## src/common/sysctl_pkg.sv

```systemverilog
// Constants and types shared by the supply monitor and system control block.
//
// Operation
// RULE1 - Power-on monitoring of core and I/O rails is never gated off.
// RULE2 - I/O brown-out after power-up; core brown-out only with regulator on.
// RULE3 - Reset pin driven low on any under-voltage, released after a delay.
// RULE4 - With regulator on, core over-voltage also drives the reset pin low.
// RULE5 - One config bit disables brown-out monitors on both rails together.
// RULE6 - Strap low enables regulator and core brown-out; high disables both.
// RULE7 - Both oscillators on at power-up, oscillator one is default source.
// RULE8 - Each oscillator powers down by software; own trim sets frequency.
// RULE9 - Block registers accept writes only while protected write is enabled.
// RULE10 - CPU input clock is passed out as system clock at same frequency.
// RULE11 - Each register is one 16-bit word at its listed address.
// RULE12 - PLL control and status reset only by pin or watchdog reset.
// RULE13 - Supply or watchdog reset asserts device reset and drives reset pin.

package sysctl_pkg;

   // --------------------------------------------------------------
   // Register indices, byte address is four times the index
   // --------------------------------------------------------------
   localparam int          NUM_REGS         = 18;
   localparam int          DATA_W           = 16;
   localparam logic [23:0] BROWNOUT_CONFIG  = 24'h000985;
   localparam logic [23:0] CLOCK_OUTPUT_CTL = 24'h007010;
   localparam logic [23:0] PLL_STATUS       = 24'h007011;
   localparam logic [23:0] CLOCK_SOURCE_CTL = 24'h007012;
   localparam logic [23:0] PLL_LOCK_PERIOD  = 24'h007013;
   localparam logic [23:0] OSC_ONE_TRIM     = 24'h007014;
   localparam logic [23:0] OSC_TWO_TRIM     = 24'h007016;
   localparam logic [23:0] SLOW_PRESCALER   = 24'h00701B;
   localparam logic [23:0] PERIPH_GATE_0    = 24'h00701C;
   localparam logic [23:0] PERIPH_GATE_1    = 24'h00701D;
   localparam logic [23:0] LOW_POWER_CTL    = 24'h00701E;
   localparam logic [23:0] PERIPH_GATE_3    = 24'h007020;
   localparam logic [23:0] PLL_MULT_CTL     = 24'h007021;
   localparam logic [23:0] SYS_CTRL_STATUS  = 24'h007022;
   localparam logic [23:0] WATCHDOG_COUNT   = 24'h007023;
   localparam logic [23:0] PERIPH_GATE_4    = 24'h007024;
   localparam logic [23:0] WATCHDOG_KEY     = 24'h007025;
   localparam logic [23:0] WATCHDOG_CTL     = 24'h007029;

   localparam logic [23:0] REG_INDEX [NUM_REGS] = '{
      BROWNOUT_CONFIG, CLOCK_OUTPUT_CTL, PLL_STATUS, CLOCK_SOURCE_CTL,
      PLL_LOCK_PERIOD, OSC_ONE_TRIM, OSC_TWO_TRIM, SLOW_PRESCALER,
      PERIPH_GATE_0, PERIPH_GATE_1, LOW_POWER_CTL, PERIPH_GATE_3,
      PLL_MULT_CTL, SYS_CTRL_STATUS, WATCHDOG_COUNT, PERIPH_GATE_4,
      WATCHDOG_KEY, WATCHDOG_CTL};

   // --------------------------------------------------------------
   // Storage slots with behaviour of their own
   // --------------------------------------------------------------
   localparam int SLOT_BOR    = 0;
   localparam int SLOT_PLL_STATUS = 2;
   localparam int SLOT_CLOCK_SOURCE_CONTROL = 3;
   localparam int SLOT_TRIM1  = 5;
   localparam int SLOT_TRIM2  = 6;
   localparam int SLOT_PLL_MULTIPLIER_CONTROL  = 12;
   localparam int SLOT_STATUS = 13;

   // --------------------------------------------------------------
   // Field positions and values after reset
   // --------------------------------------------------------------
   localparam int          BOR_DISABLE_BIT = 0;
   localparam int          OSC1_OFF_BIT    = 0;
   localparam int          OSC2_OFF_BIT    = 1;
   localparam int          OSC_SEL_BIT     = 2;
   localparam int          ST_SUPPLY_RST   = 0;
   localparam int          ST_REG_EN       = 1;
   localparam int          ST_POWERED_UP   = 2;
   localparam int          ST_BOR_ACTIVE   = 3;
   localparam logic [15:0] CLOCK_SOURCE_CONTROL_RESET    = 16'h0000;
   localparam logic [15:0] REG_RESET       = 16'h0000;

   // --------------------------------------------------------------
   // Timing
   // --------------------------------------------------------------
   localparam int RELEASE_US     = 1000;
   localparam int CLK_MHZ        = 10;
   localparam int RELEASE_CYCLES = RELEASE_US * CLK_MHZ;
   localparam int CNT_W          = 20;

   // --------------------------------------------------------------
   // Synchroniser bit positions
   // --------------------------------------------------------------
   localparam int SY_CORE_POR = 0;
   localparam int SY_IO_POR   = 1;
   localparam int SY_CORE_BOR = 2;
   localparam int SY_IO_BOR   = 3;
   localparam int SY_CORE_OV  = 4;
   localparam int SY_STRAP    = 5;
   localparam int SY_PIN      = 6;
   localparam int SY_CPU_CLK  = 7;
   localparam int SYNC_W      = 8;

   typedef struct packed {
      logic core_por_low;
      logic io_por_low;
      logic core_bor_low;
      logic io_bor_low;
      logic core_ov_high;
   } supply_flags_type;

   typedef struct packed {
      logic osc_one_enable;
      logic osc_two_enable;
      logic osc_two_select;
      logic [15:0] osc_one_trim;
      logic [15:0] osc_two_trim;
   } osc_ctrl_type;

   typedef struct packed {
      logic [SYNC_W-1:0] sync1;
      logic [SYNC_W-1:0] sync2;
      logic powered_up;
      logic [CNT_W-1:0] release_cnt;
      logic supply_reset;
      logic device_reset_n;
      logic pin_oe;
      logic reg_enable;
      logic sysclk_out;
      osc_ctrl_type osc;
      logic [NUM_REGS-1:0][15:0] regs;
      logic pready;
      logic pslverr;
      logic [31:0] prdata;
   } state_type;

endpackage

```

## src/rtl/supply_monitor_reset_and_osc_select.sv

```systemverilog
// Supply monitor reset generator with oscillator defaults and control registers.
`timescale 1ns/10ps
`default_nettype none

module supply_monitor_reset_and_osc_select #(
   parameter int RELEASE_CYCLES = sysctl_pkg::RELEASE_CYCLES
) (
   input  wire logic                         pclk,
   input  wire logic                         presetn,
   input  wire logic                         psel,
   input  wire logic                         penable,
   input  wire logic                         pwrite,
   input  wire logic [31:0]                  paddr,
   input  wire logic [31:0]                  pwdata,
   output var  logic [31:0]                  prdata,
   output var  logic                         pready,
   output var  logic                         pslverr,
   input  wire sysctl_pkg::supply_flags_type supply_flags,
   input  wire logic                         regulator_disable_strap,
   input  wire logic                         external_reset_pin_in,
   output var  logic                         external_reset_pin_out,
   output var  logic                         external_reset_pin_oe,
   input  wire logic                         protected_write_enable,
   input  wire logic                         watchdog_reset_signal,
   input  wire logic                         debug_reset_req,
   input  wire logic                         missing_clock_reset_req,
   input  wire logic                         cpu_input_clock,
   output var  logic                         system_clock_output,
   output var  logic                         core_regulator_enable,
   output var  logic                         supply_monitor_reset_signal,
   output var  logic                         device_reset_n,
   output var  sysctl_pkg::osc_ctrl_type     osc_ctrl
);

   // --------------------------------------------------------------
   // State
   // --------------------------------------------------------------
   sysctl_pkg::state_type           st_r;
   sysctl_pkg::state_type           st_nxt;
   logic [sysctl_pkg::SYNC_W-1:0]   raw_in;
   logic [sysctl_pkg::CNT_W-1:0]    release_load;

   assign release_load = sysctl_pkg::CNT_W'(RELEASE_CYCLES);

   assign raw_in = {cpu_input_clock,
                    external_reset_pin_in,
                    regulator_disable_strap,
                    supply_flags.core_ov_high,
                    supply_flags.io_bor_low,
                    supply_flags.core_bor_low,
                    supply_flags.io_por_low,
                    supply_flags.core_por_low};

   // --------------------------------------------------------------
   // Next state
   // --------------------------------------------------------------
   always_comb begin
      logic        reg_en;
      logic        bor_en;
      logic        por_low;
      logic        bor_low;
      logic        ov_high;
      logic        fault;
      logic        pin_low;
      logic        gen_rst;
      logic        pll_rst;
      logic        hit;
      logic [4:0]  slot;
      logic        access;
      logic [15:0] rd_word;
      reg_en  = 1'b0;
      bor_en  = 1'b0;
      por_low = 1'b0;
      bor_low = 1'b0;
      ov_high = 1'b0;
      fault   = 1'b0;
      pin_low = 1'b0;
      gen_rst = 1'b0;
      pll_rst = 1'b0;
      hit     = 1'b0;
      slot    = 5'h00;
      access  = 1'b0;
      rd_word = 16'h0000;
      st_nxt  = st_r;

      // Second stage alone feeds the logic below.
      st_nxt.sync1 = raw_in;
      st_nxt.sync2 = st_r.sync1;

      // RULE6 strap sets regulator
      reg_en = ~st_r.sync2[sysctl_pkg::SY_STRAP];
      st_nxt.reg_enable = reg_en;

      // RULE1 power-on always watched
      por_low = st_r.sync2[sysctl_pkg::SY_CORE_POR]
              | st_r.sync2[sysctl_pkg::SY_IO_POR];
      if (!por_low) begin
         st_nxt.powered_up = 1'b1;
      end

      // RULE5 one disable bit
      bor_en = st_r.powered_up
             & ~st_r.regs[sysctl_pkg::SLOT_BOR][sysctl_pkg::BOR_DISABLE_BIT];

      // RULE2 brown-out rail selection
      bor_low = bor_en & (st_r.sync2[sysctl_pkg::SY_IO_BOR]
              | (reg_en & st_r.sync2[sysctl_pkg::SY_CORE_BOR]));

      // RULE4 core over-voltage
      ov_high = reg_en & st_r.sync2[sysctl_pkg::SY_CORE_OV];

      // RULE3 hold then delayed release
      fault = por_low | bor_low | ov_high;
      if (fault) begin
         st_nxt.supply_reset = 1'b1;
         st_nxt.release_cnt  = release_load;
      end else if (st_r.release_cnt != '0) begin
         st_nxt.release_cnt = st_r.release_cnt - 1'b1;
      end else begin
         st_nxt.supply_reset = 1'b0;
      end

      // RULE13 both sources reset device
      st_nxt.device_reset_n = ~(st_r.supply_reset | watchdog_reset_signal);
      st_nxt.pin_oe         = st_r.supply_reset | watchdog_reset_signal;

      // RULE10 clock passed through
      st_nxt.sysclk_out = st_r.sync2[sysctl_pkg::SY_CPU_CLK];

      // Pin reset is sensed on the wire, so it also covers our own drive.
      pin_low = ~st_r.sync2[sysctl_pkg::SY_PIN];
      pll_rst = pin_low | watchdog_reset_signal;
      gen_rst = pll_rst | debug_reset_req | missing_clock_reset_req;

      // RULE11 one word per index
      for (int i = 0; i < sysctl_pkg::NUM_REGS; i++) begin
         if (paddr == {6'h00, sysctl_pkg::REG_INDEX[i], 2'b00}) begin
            hit  = 1'b1;
            slot = 5'(i);
         end
      end

      // One wait state: pready rises on the second access cycle.
      access = psel & penable;
      st_nxt.pready  = access & ~st_r.pready;
      st_nxt.pslverr = access & ~st_r.pready & ~hit;
      if (access & ~st_r.pready) begin
         rd_word = hit ? st_r.regs[slot] : 16'h0000;
         st_nxt.prdata = {16'h0000, rd_word};
      end

      // RULE9 protected writes
      if (access & st_r.pready & pwrite & hit & protected_write_enable
          & (slot != 5'(sysctl_pkg::SLOT_STATUS))) begin
         st_nxt.regs[slot] = pwdata[15:0];
      end

      // RULE12 PLL registers keep value
      if (gen_rst) begin
         for (int i = 0; i < sysctl_pkg::NUM_REGS; i++) begin
            if (i != sysctl_pkg::SLOT_PLL_MULTIPLIER_CONTROL && i != sysctl_pkg::SLOT_PLL_STATUS)
            begin
               st_nxt.regs[i] = sysctl_pkg::REG_RESET;
            end
         end
         st_nxt.regs[sysctl_pkg::SLOT_CLOCK_SOURCE_CONTROL] = sysctl_pkg::CLOCK_SOURCE_CONTROL_RESET;
      end
      if (pll_rst) begin
         st_nxt.regs[sysctl_pkg::SLOT_PLL_MULTIPLIER_CONTROL]  = sysctl_pkg::REG_RESET;
         st_nxt.regs[sysctl_pkg::SLOT_PLL_STATUS] = sysctl_pkg::REG_RESET;
      end

      // Status word mirrors live state and ignores writes.
      st_nxt.regs[sysctl_pkg::SLOT_STATUS] = 16'h0000;
      st_nxt.regs[sysctl_pkg::SLOT_STATUS][sysctl_pkg::ST_SUPPLY_RST] =
         st_r.supply_reset;
      st_nxt.regs[sysctl_pkg::SLOT_STATUS][sysctl_pkg::ST_REG_EN] = reg_en;
      st_nxt.regs[sysctl_pkg::SLOT_STATUS][sysctl_pkg::ST_POWERED_UP] =
         st_r.powered_up;
      st_nxt.regs[sysctl_pkg::SLOT_STATUS][sysctl_pkg::ST_BOR_ACTIVE] =
         bor_en;

      // RULE8 software power-down and trim
      st_nxt.osc.osc_one_enable = ~st_r.regs[sysctl_pkg::SLOT_CLOCK_SOURCE_CONTROL]
                                           [sysctl_pkg::OSC1_OFF_BIT];
      st_nxt.osc.osc_two_enable = ~st_r.regs[sysctl_pkg::SLOT_CLOCK_SOURCE_CONTROL]
                                           [sysctl_pkg::OSC2_OFF_BIT];
      st_nxt.osc.osc_two_select = st_r.regs[sysctl_pkg::SLOT_CLOCK_SOURCE_CONTROL]
                                          [sysctl_pkg::OSC_SEL_BIT];
      st_nxt.osc.osc_one_trim   = st_r.regs[sysctl_pkg::SLOT_TRIM1];
      st_nxt.osc.osc_two_trim   = st_r.regs[sysctl_pkg::SLOT_TRIM2];
   end

   // --------------------------------------------------------------
   // Registers
   // --------------------------------------------------------------
   always_ff @(posedge pclk or negedge presetn) begin
      if (!presetn) begin
         st_r <= '0;
         // The reset pin is assumed high and the strap and rails low until sampled, so reset holds.
         st_r.supply_reset <= 1'b1;
         st_r.pin_oe <= 1'b1;
         st_r.release_cnt <= sysctl_pkg::CNT_W'(RELEASE_CYCLES);
         st_r.sync1 <= 8'h40;
         st_r.sync2 <= 8'h40;
         st_r.regs[sysctl_pkg::SLOT_CLOCK_SOURCE_CONTROL] <= sysctl_pkg::CLOCK_SOURCE_CONTROL_RESET;
         // RULE7 both oscillators on, first selected
         st_r.osc.osc_one_enable <= 1'b1;
         st_r.osc.osc_two_enable <= 1'b1;
         st_r.osc.osc_two_select <= 1'b0;
      end else begin
         st_r <= st_nxt;
      end
   end

   // --------------------------------------------------------------
   // Outputs
   // --------------------------------------------------------------
   assign prdata                      = st_r.prdata;
   assign pready                      = st_r.pready;
   assign pslverr                     = st_r.pslverr;
   assign external_reset_pin_out      = 1'b0;
   assign external_reset_pin_oe       = st_r.pin_oe;
   assign system_clock_output         = st_r.sysclk_out;
   assign core_regulator_enable       = st_r.reg_enable;
   assign supply_monitor_reset_signal = st_r.supply_reset;
   assign device_reset_n              = st_r.device_reset_n;
   assign osc_ctrl                    = st_r.osc;

endmodule

`default_nettype wire

```

## config.mk

```make
export PLATFORM = sky130hd
export DESIGN_NAME = supply_monitor_reset_and_osc_select
export DESIGN_NICKNAME = d
export VERILOG_FILES = /design/src/common/sysctl_pkg.sv /design/src/rtl/supply_monitor_reset_and_osc_select.sv
export SDC_FILE = /design/constraint.sdc
export NUM_CORES = 1
export LEC_CHECK = 0
export BUFFER_PORTS_ARGS = -buffer_cell sky130_fd_sc_hd__buf_2
export CAP_MARGIN = 5
export CORE_UTILIZATION = 58
export DETAILED_ROUTE_END_ITERATION = 7
export PLACE_DENSITY = 0.77
export SYNTH_ARGS = -nofsm -noshare
export SYNTH_HDL_FRONTEND = slang
export SYNTH_SLANG_ARGS = --single-unit
```

## constraint.sdc

```tcl
create_clock -name pclk -period 4.6 [get_ports pclk]
set_clock_uncertainty 0.05 [all_clocks]
set_input_delay 0 -clock pclk [delete_from_list [all_inputs] [get_ports pclk]]
set_output_delay 0 -clock pclk [all_outputs]
set_load 0.05 [all_outputs]
```

* Word-level counts from Yosys, hierarchy flattened
Index checks and enable logic that the tools add are counted.
** Storage, ports and cells
- Output and inout bits :: 75
- Bits in registers :: 371
- Input port bits :: 81
** Operators by class
- Bitwise operators :: 28
- Reduce and logical (&&, ||, !) cells :: 5
- Multiplexer cells :: 50
- $add $sub $neg :: 1
- Magnitude comparators :: 2
- Equal/unequal tests :: 20
** Operators by type and width (number)
- 32-bit by 17-bit equality test with 1-bit output (second input constant) :: 17
- 288-bit bitwise mux :: 1
- 288-bit two-way mux :: 1
- 144-bit two-way mux :: 1
- 16-bit binary-select mux with 5-bit select :: 1
- 16-bit demux with 5-bit select :: 1
- 16-bit two-way mux :: 5
- 5-bit two-way mux :: 16
- 80-bit two-way mux :: 1
- 32-bit by 14-bit equality test with 1-bit output (second input constant) :: 1
- 32-bit two-way mux :: 1
- 21-bit two-way mux :: 1
- 1-bit two-way mux :: 20
- 20-bit two-way mux :: 1
- 20-bit nonzero test :: 1
- 20-bit by 1-bit subtractor with 20-bit output (second input constant) :: 1
- 1-bit bitwise AND :: 12
- 1-bit inverter :: 8
- 1-bit bitwise OR :: 8
- 5-bit by 6-bit less-than comparator with 1-bit output (second input constant) :: 1
- 2-bit nonzero test :: 3
- 5-bit by 1-bit greater-or-equal comparator with 1-bit output (second input constant) :: 1
- 5-bit by 4-bit != test with 1-bit output (second input constant) :: 1
- 2-bit != test (second input constant) :: 1
- 1-bit logical AND :: 1

* Logic depth before layout (Yosys ltp)
Gate-level depths: netlist of run 1.
- Word-level depth :: 25
- Mapped depth :: 13
- Depth with buffers taken out :: 10

* Worst setup path before layout of run 1
Ideal clock, no wire load.
- Path kind :: reg2reg
- From :: register st_r[374] (netlist bit)
- To :: register st_r[377] (netlist bit)
- Path slack :: 1.801 ns
- Path buffers :: 1
- Cell stages (with the launch flop) :: 11
- Arrival time :: 2.617 ns
- Library setup time :: 0.132 ns
- Period minus slack after synthesis :: 2.799 ns
- Cells stage by stage :: dfrtp_1 > or4_4 > or4_1 > or2_1 > or4_4 > nand3_2 > or3_1 > buf_4 > nor3_1 > xnor2_1 > nor2_1
** Between the ends
- Longest elaborated chain between the ends :: 3
- Elaborated cells on any way between the ends :: 5
** Ends and longest elaborated chain
- start, declared :: line supply_monitor_reset_and_osc_select.sv:38 : sysctl_pkg::state_type st_r;
- start signal, assigned :: line supply_monitor_reset_and_osc_select.sv:212 : st_r <= st_nxt;
- 20-bit by 1-bit subtractor with 20-bit output :: line supply_monitor_reset_and_osc_select.sv:118 : st_nxt.release_cnt = st_r.release_cnt - 1'b1;
- 20-bit two-way mux :: line supply_monitor_reset_and_osc_select.sv:117 : end else if (st_r.release_cnt != '0) begin
- 21-bit two-way mux :: line supply_monitor_reset_and_osc_select.sv:114 : if (fault) begin
Parallel ways exist; a longest one is shown, timed or not. The select of a mux whose other input is x is not followed.
A chain may end at the register's enable or synchronous reset.

* Worst setup path after layout of run 1
- From :: input paddr[6]
- To :: register st_r[112] (netlist bit)
** Between the ends
- Longest elaborated chain between the ends :: 25
- Elaborated cells on any way between the ends :: 66
** Ends and longest elaborated chain
- start, declared :: line supply_monitor_reset_and_osc_select.sv:13 : input wire logic [31:0] paddr,
- 32-bit by 17-bit equality test with 1-bit output :: line supply_monitor_reset_and_osc_select.sv:137 : if (paddr == {6'h00, sysctl_pkg::REG_INDEX[i], 2'b00}) begin
- 1-bit two-way mux :: line supply_monitor_reset_and_osc_select.sv:137
- 5-bit two-way mux (16 in series) :: line supply_monitor_reset_and_osc_select.sv:137
- 5-bit by 6-bit less-than comparator with 1-bit output (implied by the code) / 5-bit by 1-bit greater-or-equal comparator with 1-bit output (equally long branches) :: line supply_monitor_reset_and_osc_select.sv:155 : st_nxt.regs[slot] = pwdata[15:0];
- 1-bit logical AND (implied by the code) :: line supply_monitor_reset_and_osc_select.sv:155
- 16-bit two-way mux (implied by the code) :: line supply_monitor_reset_and_osc_select.sv:155
- 16-bit demux with 5-bit select :: line supply_monitor_reset_and_osc_select.sv:155
- 288-bit bitwise mux :: line supply_monitor_reset_and_osc_select.sv:155
- 288-bit two-way mux :: line supply_monitor_reset_and_osc_select.sv:153 : if (access & st_r.pready & pwrite & hit & protected_write_enable
- 144-bit two-way mux :: line supply_monitor_reset_and_osc_select.sv:159 : if (gen_rst) begin
Parallel ways exist; a longest one is shown, timed or not. The select of a mux whose other input is x is not followed.

==> summary.txt, run 1 <==
Outcome
  • Status: completed

STA
  • Tightest Pin Transition: about 1.2 ns
  • RSZ-0062 raised after global routing: false
  • Final period utilization: about three quarters
  • Final setup fails: 0
  • Setup TNS: 0 ns
  • Final min period: 3.42 ns
  • Final-report hold violation count: 0
  • Slew margin rel.: 17.8%
  • F_max: just under 300 MHz
  • Final Max Slew Viols: 0

Worst setup path
  • CP startpoint kind: primary input
  • Crit-path cells: buf_2 > and2b_1 > o2111ai_1 > and3_1 > a21oi_2 > nor2_1 > nand3_1 > o21ai_0
  • FF-to-FF setup slack: 1.46 ns
  • CP endpoint kind: flop
  • Crit path buf inv count: 1
  • Depth of the most critical reg-to-reg path: 9
  • WP depth: 8
  • Crit path max fanout: 16
  • Worst Path Class, Setup: in -> reg
  • Launching point of the worst reg2reg path: st_r[374]
  • CP arrival: approximately 3.8 ns
  • Crit path max-delay family: simple AND/OR/NAND/NOR gates
  • CP Data Required Time: about 5 ns
  • Critical-path top delay cell: nor2_1
  • Crit path launch: paddr[6]
  • Crit path capture: st_r[112]
  • Worst path max stage delay: about 0.99 ns
  • Reg2reg end: st_r[381]

Routing
  • DRT Pass-1 Iters: 6
  • DRC: 0
  • Post-route antenna net violation count: 0
  • Vias: around 13000
  • Final wirelength: 47300 um
  • DRT iter0 DRCs: around 1500
  • Routed length per instance: ~23 um
  • Vias per Instance: 6.44

Die
  • Total die area: just under 30000 um2
  • Initial core utilization: slightly below 60%
  • Die width: roughly 170 um
  • I/O pin count: around 160
  • Core ar.: about 28000 um2
  • Row cnt: 61
  • Die Span Y: 172 um

Finish
  • Nets: between 1500 and 2000
  • Area occupied by multi-input gates: between 6000 and 7000 um2
  • # fillers: about 2100
  • Syn-to-layout area delta: 12.7%
  • ANT cells: 0
  • FF+latch area: 9270 um2
  • Share of post-route cells with drive strength above 1: about 17%

Synth
  • Number of synthesized register bits: 370
  • Post-synthesis compound-gate area fraction: about a fifth
  • Simple-gate portion of the synthesized area: between 10% and 20%
  • Main combinational cell family by area after synthesis: compound AO/OA/AOI/OAI gates
  • Number of synthesized flops with an enable pin: 0
  • Sequential area share after synthesis: between 50% and 60%
  • Top post-synthesis cells by area: dfrtp_1, a22o_1, nand2_1
  • Ys async rst share: 100%
  • Synth Cell Area: 16800 um2
  • Top_reg_cell synth: dfrtp_1
  • Avg Cell Area, Syn: about 11 um2
  • Mux contribution to synthesized area: ~4.2%
  • Synth cell types: 79
  • Cells after Synth: around 1600
  • Share of the synthesized area in the top cell type: between 50% and 60%
  • Post-Synth XOR/XNOR Area: 0.782%
  • Cell taking the most area after synthesis: dfrtp_1
  • Ys Warns: 0
  • Post-Synth Adder-Cell Area: less than 1%

CTS
  • Post-CTS Setup Bufs: 0
  • Clk root buf: clkbuf_16
  • Clk buf depth: 3
  • TritonCTS clock tree: built
  • TritonCTS Sinks: between 300 and 400
  • Clk slew on worst S/H paths: roughly 0.060 ns
  • Resize count post-CTS: 0
  • CTS Hold Bufs: 26
  • CTS buffer count: 39
  • Later-pin clock latency in the skew report: roughly 0.54 ns
  • Depth of the CTS H-tree: 2

Power
  • Leak: 8.64 nW
  • Sequential share of power: between 40% and 50%
  • Clock share of power: 48.1%
  • Switching Fraction: a little under a quarter
  • Internal: ~5.3 mW
  • Combinational Power Share: 4.2%
  • VDD IR max: between 0.0003 and 0.0004 V
  • PwrDens: 363 nW/um2
  • Psw: between 1.5 and 2 mW
  • Tot Pwr: around 6.9 mW

Placed design
  • HPWL after detailed placement: 30600 um
  • Port buffer count: around 120
  • Placer Congestion: slightly above 0.9

Global routing
  • Global route overflow: 0
  • Largest net degree at the start of global routing: 136
  • Initial antenna violation count: 0
  • Total GRT Usage: 32.9%
  • Number of global-route vias before repair: 13102
  • First-pass GRT wire length: ~74000 um

Job
  • Max-Cap Viols: 0

Hold path
  • HP Class: in -> reg
[worst register-to-register path, stage by stage (launching register included)]
cell and delay [ns]:
dfrtp_1 0.41, or4_4 0.57, or4_1 0.44, or2_1 0.26
or4_4 0.58, nand3_2 0.16, or3_1 0.24, nor3_1 0.09
xnor2_1 0.16, nor2_1 0.06
[layout make-up]
type / count / area share, %
Tap cell: 378 / 2.50
Clock inverter: 23 / 1.59
Timing Repair Buffer: 194 / 6.54
Inverter: 11 / 0.218
Sequential cell: 370 / 48.9
Multi-Input combinational cell: 1046 / 34.7
Clock buffer: 47 / 5.52
[per-stage QoR]
step,area (um2),std cells,util [%],hold slack (ns),setup WS [ns]
3_5_place_dp,17300,1973,61.6,0.0563,0.794
5_1_grt,18900,2069,67.3,0.0602,1.09
6_report,18900,2069,67.3,0.0670,1.18
2_1_floorplan,16900,1600,-,-0.346,1.80
3_3_place_gp,17300,1973,61.6,0.0557,0.844
4_1_cts,18900,2069,67.3,0.0579,1.31
[cell families after synthesis]
group,after synthesis
xor+xnor,15
mux,70
simple gates,500
compound gates,443
flops,370
buf+inv,184
fa+ha+maj,1
other cells,1
[flip-flops by register name, summed over array words and instances (netlist names)]
| signal | count |
|---|---|
| st_r | 270 |
| prdata | 16 |
| pready | 1 |
| device_reset_n | 1 |
| system_clock_output | 1 |
| st_nxt | 43 |
| osc_ctrl | 35 |
| external_reset_pin_oe | 1 |
| supply_monitor_reset_signal | 1 |
| pslverr | 1 |
[synth_stat cells (11+ instances only)]
cell,instances
dfrtp_1,359
nand2_1,226
a22o_1,177
o21ai_0,111
nor2_1,94
buf_4,80
mux2i_1,65
a21oi_1,60
nand3_1,48
clkbuf_1,47
buf_2,40
a211oi_1,22
nor4_1,13
nor3_1,12
a31oi_1,11
dfstp_2,11
inv_1,11
o2111ai_1,11
[layer usage]
layer / track usage, % / share of wire [%] / vias up
met5: 0 / 0 / -
met4: 12.9 / 3.1 / 0
met1: 44.3 / 40 / 6630
met2: 52.0 / 47 / 793
li1: - / - / 5784
met3: 7.51 / 9.9 / 124
[power groups by stage]
stage	combinational, mW	clock [mW]	sequential [mW]
4_1_cts	0.290	3.33	3.27
2_1_floorplan	0.126	0	3.34
5_1_grt	0.318	3.46	3.27
3_3_place_gp	0.268	0	3.33
3_5_place_dp	0.271	0	3.33
6_report	0.292	3.31	3.27
[how the worst min path moves through the flow]
stage,startpoint,endpoint,slack [ns],cells past startpoint
3_3_place_gp,external_reset_pin_in,st_nxt[389],0.06,1
6_report,supply_flags[2],st_nxt[385],0.07,2
4_1_cts,cpu_input_clock,st_nxt[390],0.06,2
5_1_grt,external_reset_pin_in,st_nxt[389],0.06,2
3_5_place_dp,external_reset_pin_in,st_nxt[389],0.06,1
2_1_floorplan,presetn,device_reset_n,-0.35,0
[cell usage in the layout (no fill, tap or decap), drive strengths merged, types with 10 or more instances in the layout]
cell type and n:
a211oi 22, a21oi 63, a22o 177, a31oi 15, buf 168, clkbuf 47, clkinv 13, conb 17
dfrtp 359, dfstp 11, dlygate4sd3 26, inv 11, mux2i 65, nand2 229, nand3 50, nand4 10
nor2 100, nor3 21, nor4 15, o2111ai 11, o21ai 114, or3 10
Note: power is estimated with default switching activity, not from simulation.
==> run 2: changes to the inputs <==
==> constraint.sdc (replaced) <==
create_clock -name pclk -period 3.4 [get_ports pclk]
set_clock_uncertainty 0.05 [all_clocks]
set_input_delay 0 -clock pclk [delete_from_list [all_inputs] [get_ports pclk]]
set_output_delay 0 -clock pclk [all_outputs]
set_load 0.05 [all_outputs]
==> run 2 against run 1 <==
Against the previous run:
- largest power group unchanged
- critical endpoint is now st_r[377]
- clock power grew 35%
- critical path depth grew 1
- highest routed layer unchanged
- clock-buffer cell count grew 8
- largest cell class unchanged
==> summary.txt, run 2 (synthesis results as in run 1) <==
Outcome
  • Status: completed

Die
  • Core ar.: 28200 um2 (unchanged)
  • Die width: 172 um (unchanged)
  • Initial core utilization: 59.7% (unchanged)
  • Total die area: 29700 um2 (unchanged)
  • Row cnt: 61 (unchanged)
  • I/O pin count: 156 (unchanged)
  • Die Span Y: 172 um (unchanged)

Worst setup path
  • CP arrival: 3.49 ns (-0.31 ns)
  • Crit path launch: st_r[374]
  • Reg2reg end: st_r[377]
  • Crit path max fanout: 11 (-5)
  • CP Data Required Time: 3.77 ns (-1.21 ns)
  • CP startpoint kind: flop
  • CP endpoint kind: flop
  • FF-to-FF setup slack: 0.28 ns (-1.18 ns)
  • Crit path capture: st_r[377]
  • Worst Path Class, Setup: reg -> reg
  • Launching point of the worst reg2reg path: st_r[374]
  • Depth of the most critical reg-to-reg path: 9 (unchanged)

STA
  • Final-report hold violation count: 0 (unchanged)
  • F_max: approximately 320 MHz
  • Final min period: 3.12 ns
  • Final setup fails: 0 (unchanged)
  • Slew margin rel.: 20.5% (+2.6 points)
  • Worst hold margin: 0.00111 ns (-0.0659 ns)
  • Final worst slack: 0.280 ns (-0.897 ns)
  • Setup TNS: 0 ns (unchanged)
  • RSZ-0062 raised after global routing: false
  • Tightest Pin Transition: 1.19 ns (-0.0413 ns)
  • Final period utilization: between 90% and 100%
  • Final Max Slew Viols: 0 (unchanged)

Finish
  • ANT cells: 0 (unchanged)
  • Final core occ: 68.4% (+1.2 points)
  • Commonest non-fill, non-tap cell in the layout: dfrtp_1
  • Area occupied by multi-input gates: 6580 um2 (unchanged)
  • # fillers: 2104 (-0.61%)
  • Share of post-route cells with drive strength above 1: 18.7% (+1.3 points)
  • Layout Cell Area excl Fill: 19300 um2 (+1.7%)
  • Most frequent cells in the layout: dfrtp_1, nand2_1, a22o_1, buf_2, o21ai_0
  • Syn-to-layout area delta: 14.7%
  • Nets: 1777 (+1.9%)
  • Largest Register: st_r
  • Max FFs per register: 270 (unchanged)
  • FF+latch area: 9270 um2 (unchanged)

Routing
  • Routed length per instance: 22.7 um (-0.50%)
  • Post-route antenna net violation count: 0 (unchanged)
  • DRT Pass-1 Iters: 5 (-1)
  • DRC: 0 (unchanged)
  • Final wirelength: 47800 um (+1.1%)
  • Vias per Instance: 6.40 (-0.62%)
  • Vias: 13466 (+1.0%)
  • DRT iter0 DRCs: 1606 (+6.9%)

CTS
  • Resize count post-CTS: 0 (unchanged)
  • Clk slew on worst S/H paths: 0.06 ns (about the same)
  • Later-pin clock latency in the skew report: 0.55 ns (about the same)
  • TritonCTS clock tree: built
  • Depth of the CTS H-tree: 2 (unchanged)
  • TritonCTS Sinks: 370 (unchanged)
  • Clk root buf: clkbuf_16
  • CTS buffer count: 38 (-2.6%)
  • Clk buf depth: 3 (unchanged)

Placed design
  • Placed Area: 17700 um2 (+1.9%)
  • Port buffer count: 122 (unchanged)
  • Dpl ws: 0.0543 ns (-0.740 ns)
  • Placer Congestion: 0.943 (+3.7%)
  • HPWL after detailed placement: 31200 um (+1.7%)

Job
  • Max-Cap Viols: 0 (unchanged)

Global routing
  • Number of global-route vias before repair: 13214 (+0.85%)
  • Global route overflow: 0 (unchanged)
  • First-pass GRT wire length: 75500 um (+2.3%)
  • Initial antenna violation count: 0 (unchanged)
  • Total GRT Usage: 33.5% (+0.60 points)
  • Largest net degree at the start of global routing: 96 (-29%)

Power
  • Leak: 8.82 nW (+2.1%)
  • PwrDens: 482 nW/um2 (+33%)
  • VDD IR max: 0.000438 V (+43%)

Hold path
  • HP Class: in -> async
-- run 2: changes by cell type in the layout (fill, tap and decap cells not counted), sizes merged --
cell      delta
clkbuf       +8
clkinv       -5
buf         +34
clkinvlp     -3
-- run 2: per-stage QoR --
stage / total power [mW] / cells
floorplan: 4.69 / 1600
global placement: 4.88 / 2007
detailed placement: 4.88 / 2007
CTS: 9.33 / 2103
global route: 9.52 / 2103
finish: 9.30 / 2103
-- run 2: worst min-delay path by stage --
stage | startpoint | to | slack, ns | cells past startpoint
floorplan | presetn | device_reset_n | -0.35 | 0
global placement | presetn | st_r[223] | -0.01 | 1
detailed placement | presetn | st_r[223] | -0.01 | 1
CTS | paddr[16] | pslverr | 0.03 | 5
global route | cpu_input_clock | st_nxt[390] | 0.05 | 2
finish | presetn | st_r[223] | 0.001 | 2
-- run 2: repair_timing --
item	4_1_cts	5_1_grt
buffers inserted	0	0
hold endpoints to repair	439	0
hold buffers	26	0
-- run 2: final cells by class --
cell class	instances	share of cell area, %
clock buffer	55	5.69
clock inverter	15	1.30
sequential	370	48.1
timing repair buffer	228	8.14
inverter	11	0.214
tap	378	2.45
multi-input combinational	1046	34.1
-- run 2: power breakdown --
part           switching [mW]  internal, mW
sequential            0.00690          4.42
clock                    1.76          2.71
combinational           0.310        0.0947
-- run 2: layer usage --
| layer | vias to the layer above | GRT usage, % | wire (um) |
|---|---|---|---|
| met5 | - | 0 | 0 |
| met4 | 0 | 11.1 | 1400 |
| met3 | 114 | 7.28 | 4810 |
| met2 | 788 | 52.5 | 22200 |
| met1 | 6692 | 46.5 | 19500 |
| li1 | 5872 | - | - |
-- run 2: critical path, cell delays in order, from the launching register on --
cell     delay [ns]
dfrtp_1        0.40
or4_4          0.57
or4_1          0.44
or2_1          0.26
or4_4          0.59
nand3_2        0.16
or3_1          0.25
nor3_1         0.09
xnor2_1        0.14
nor2_1         0.06
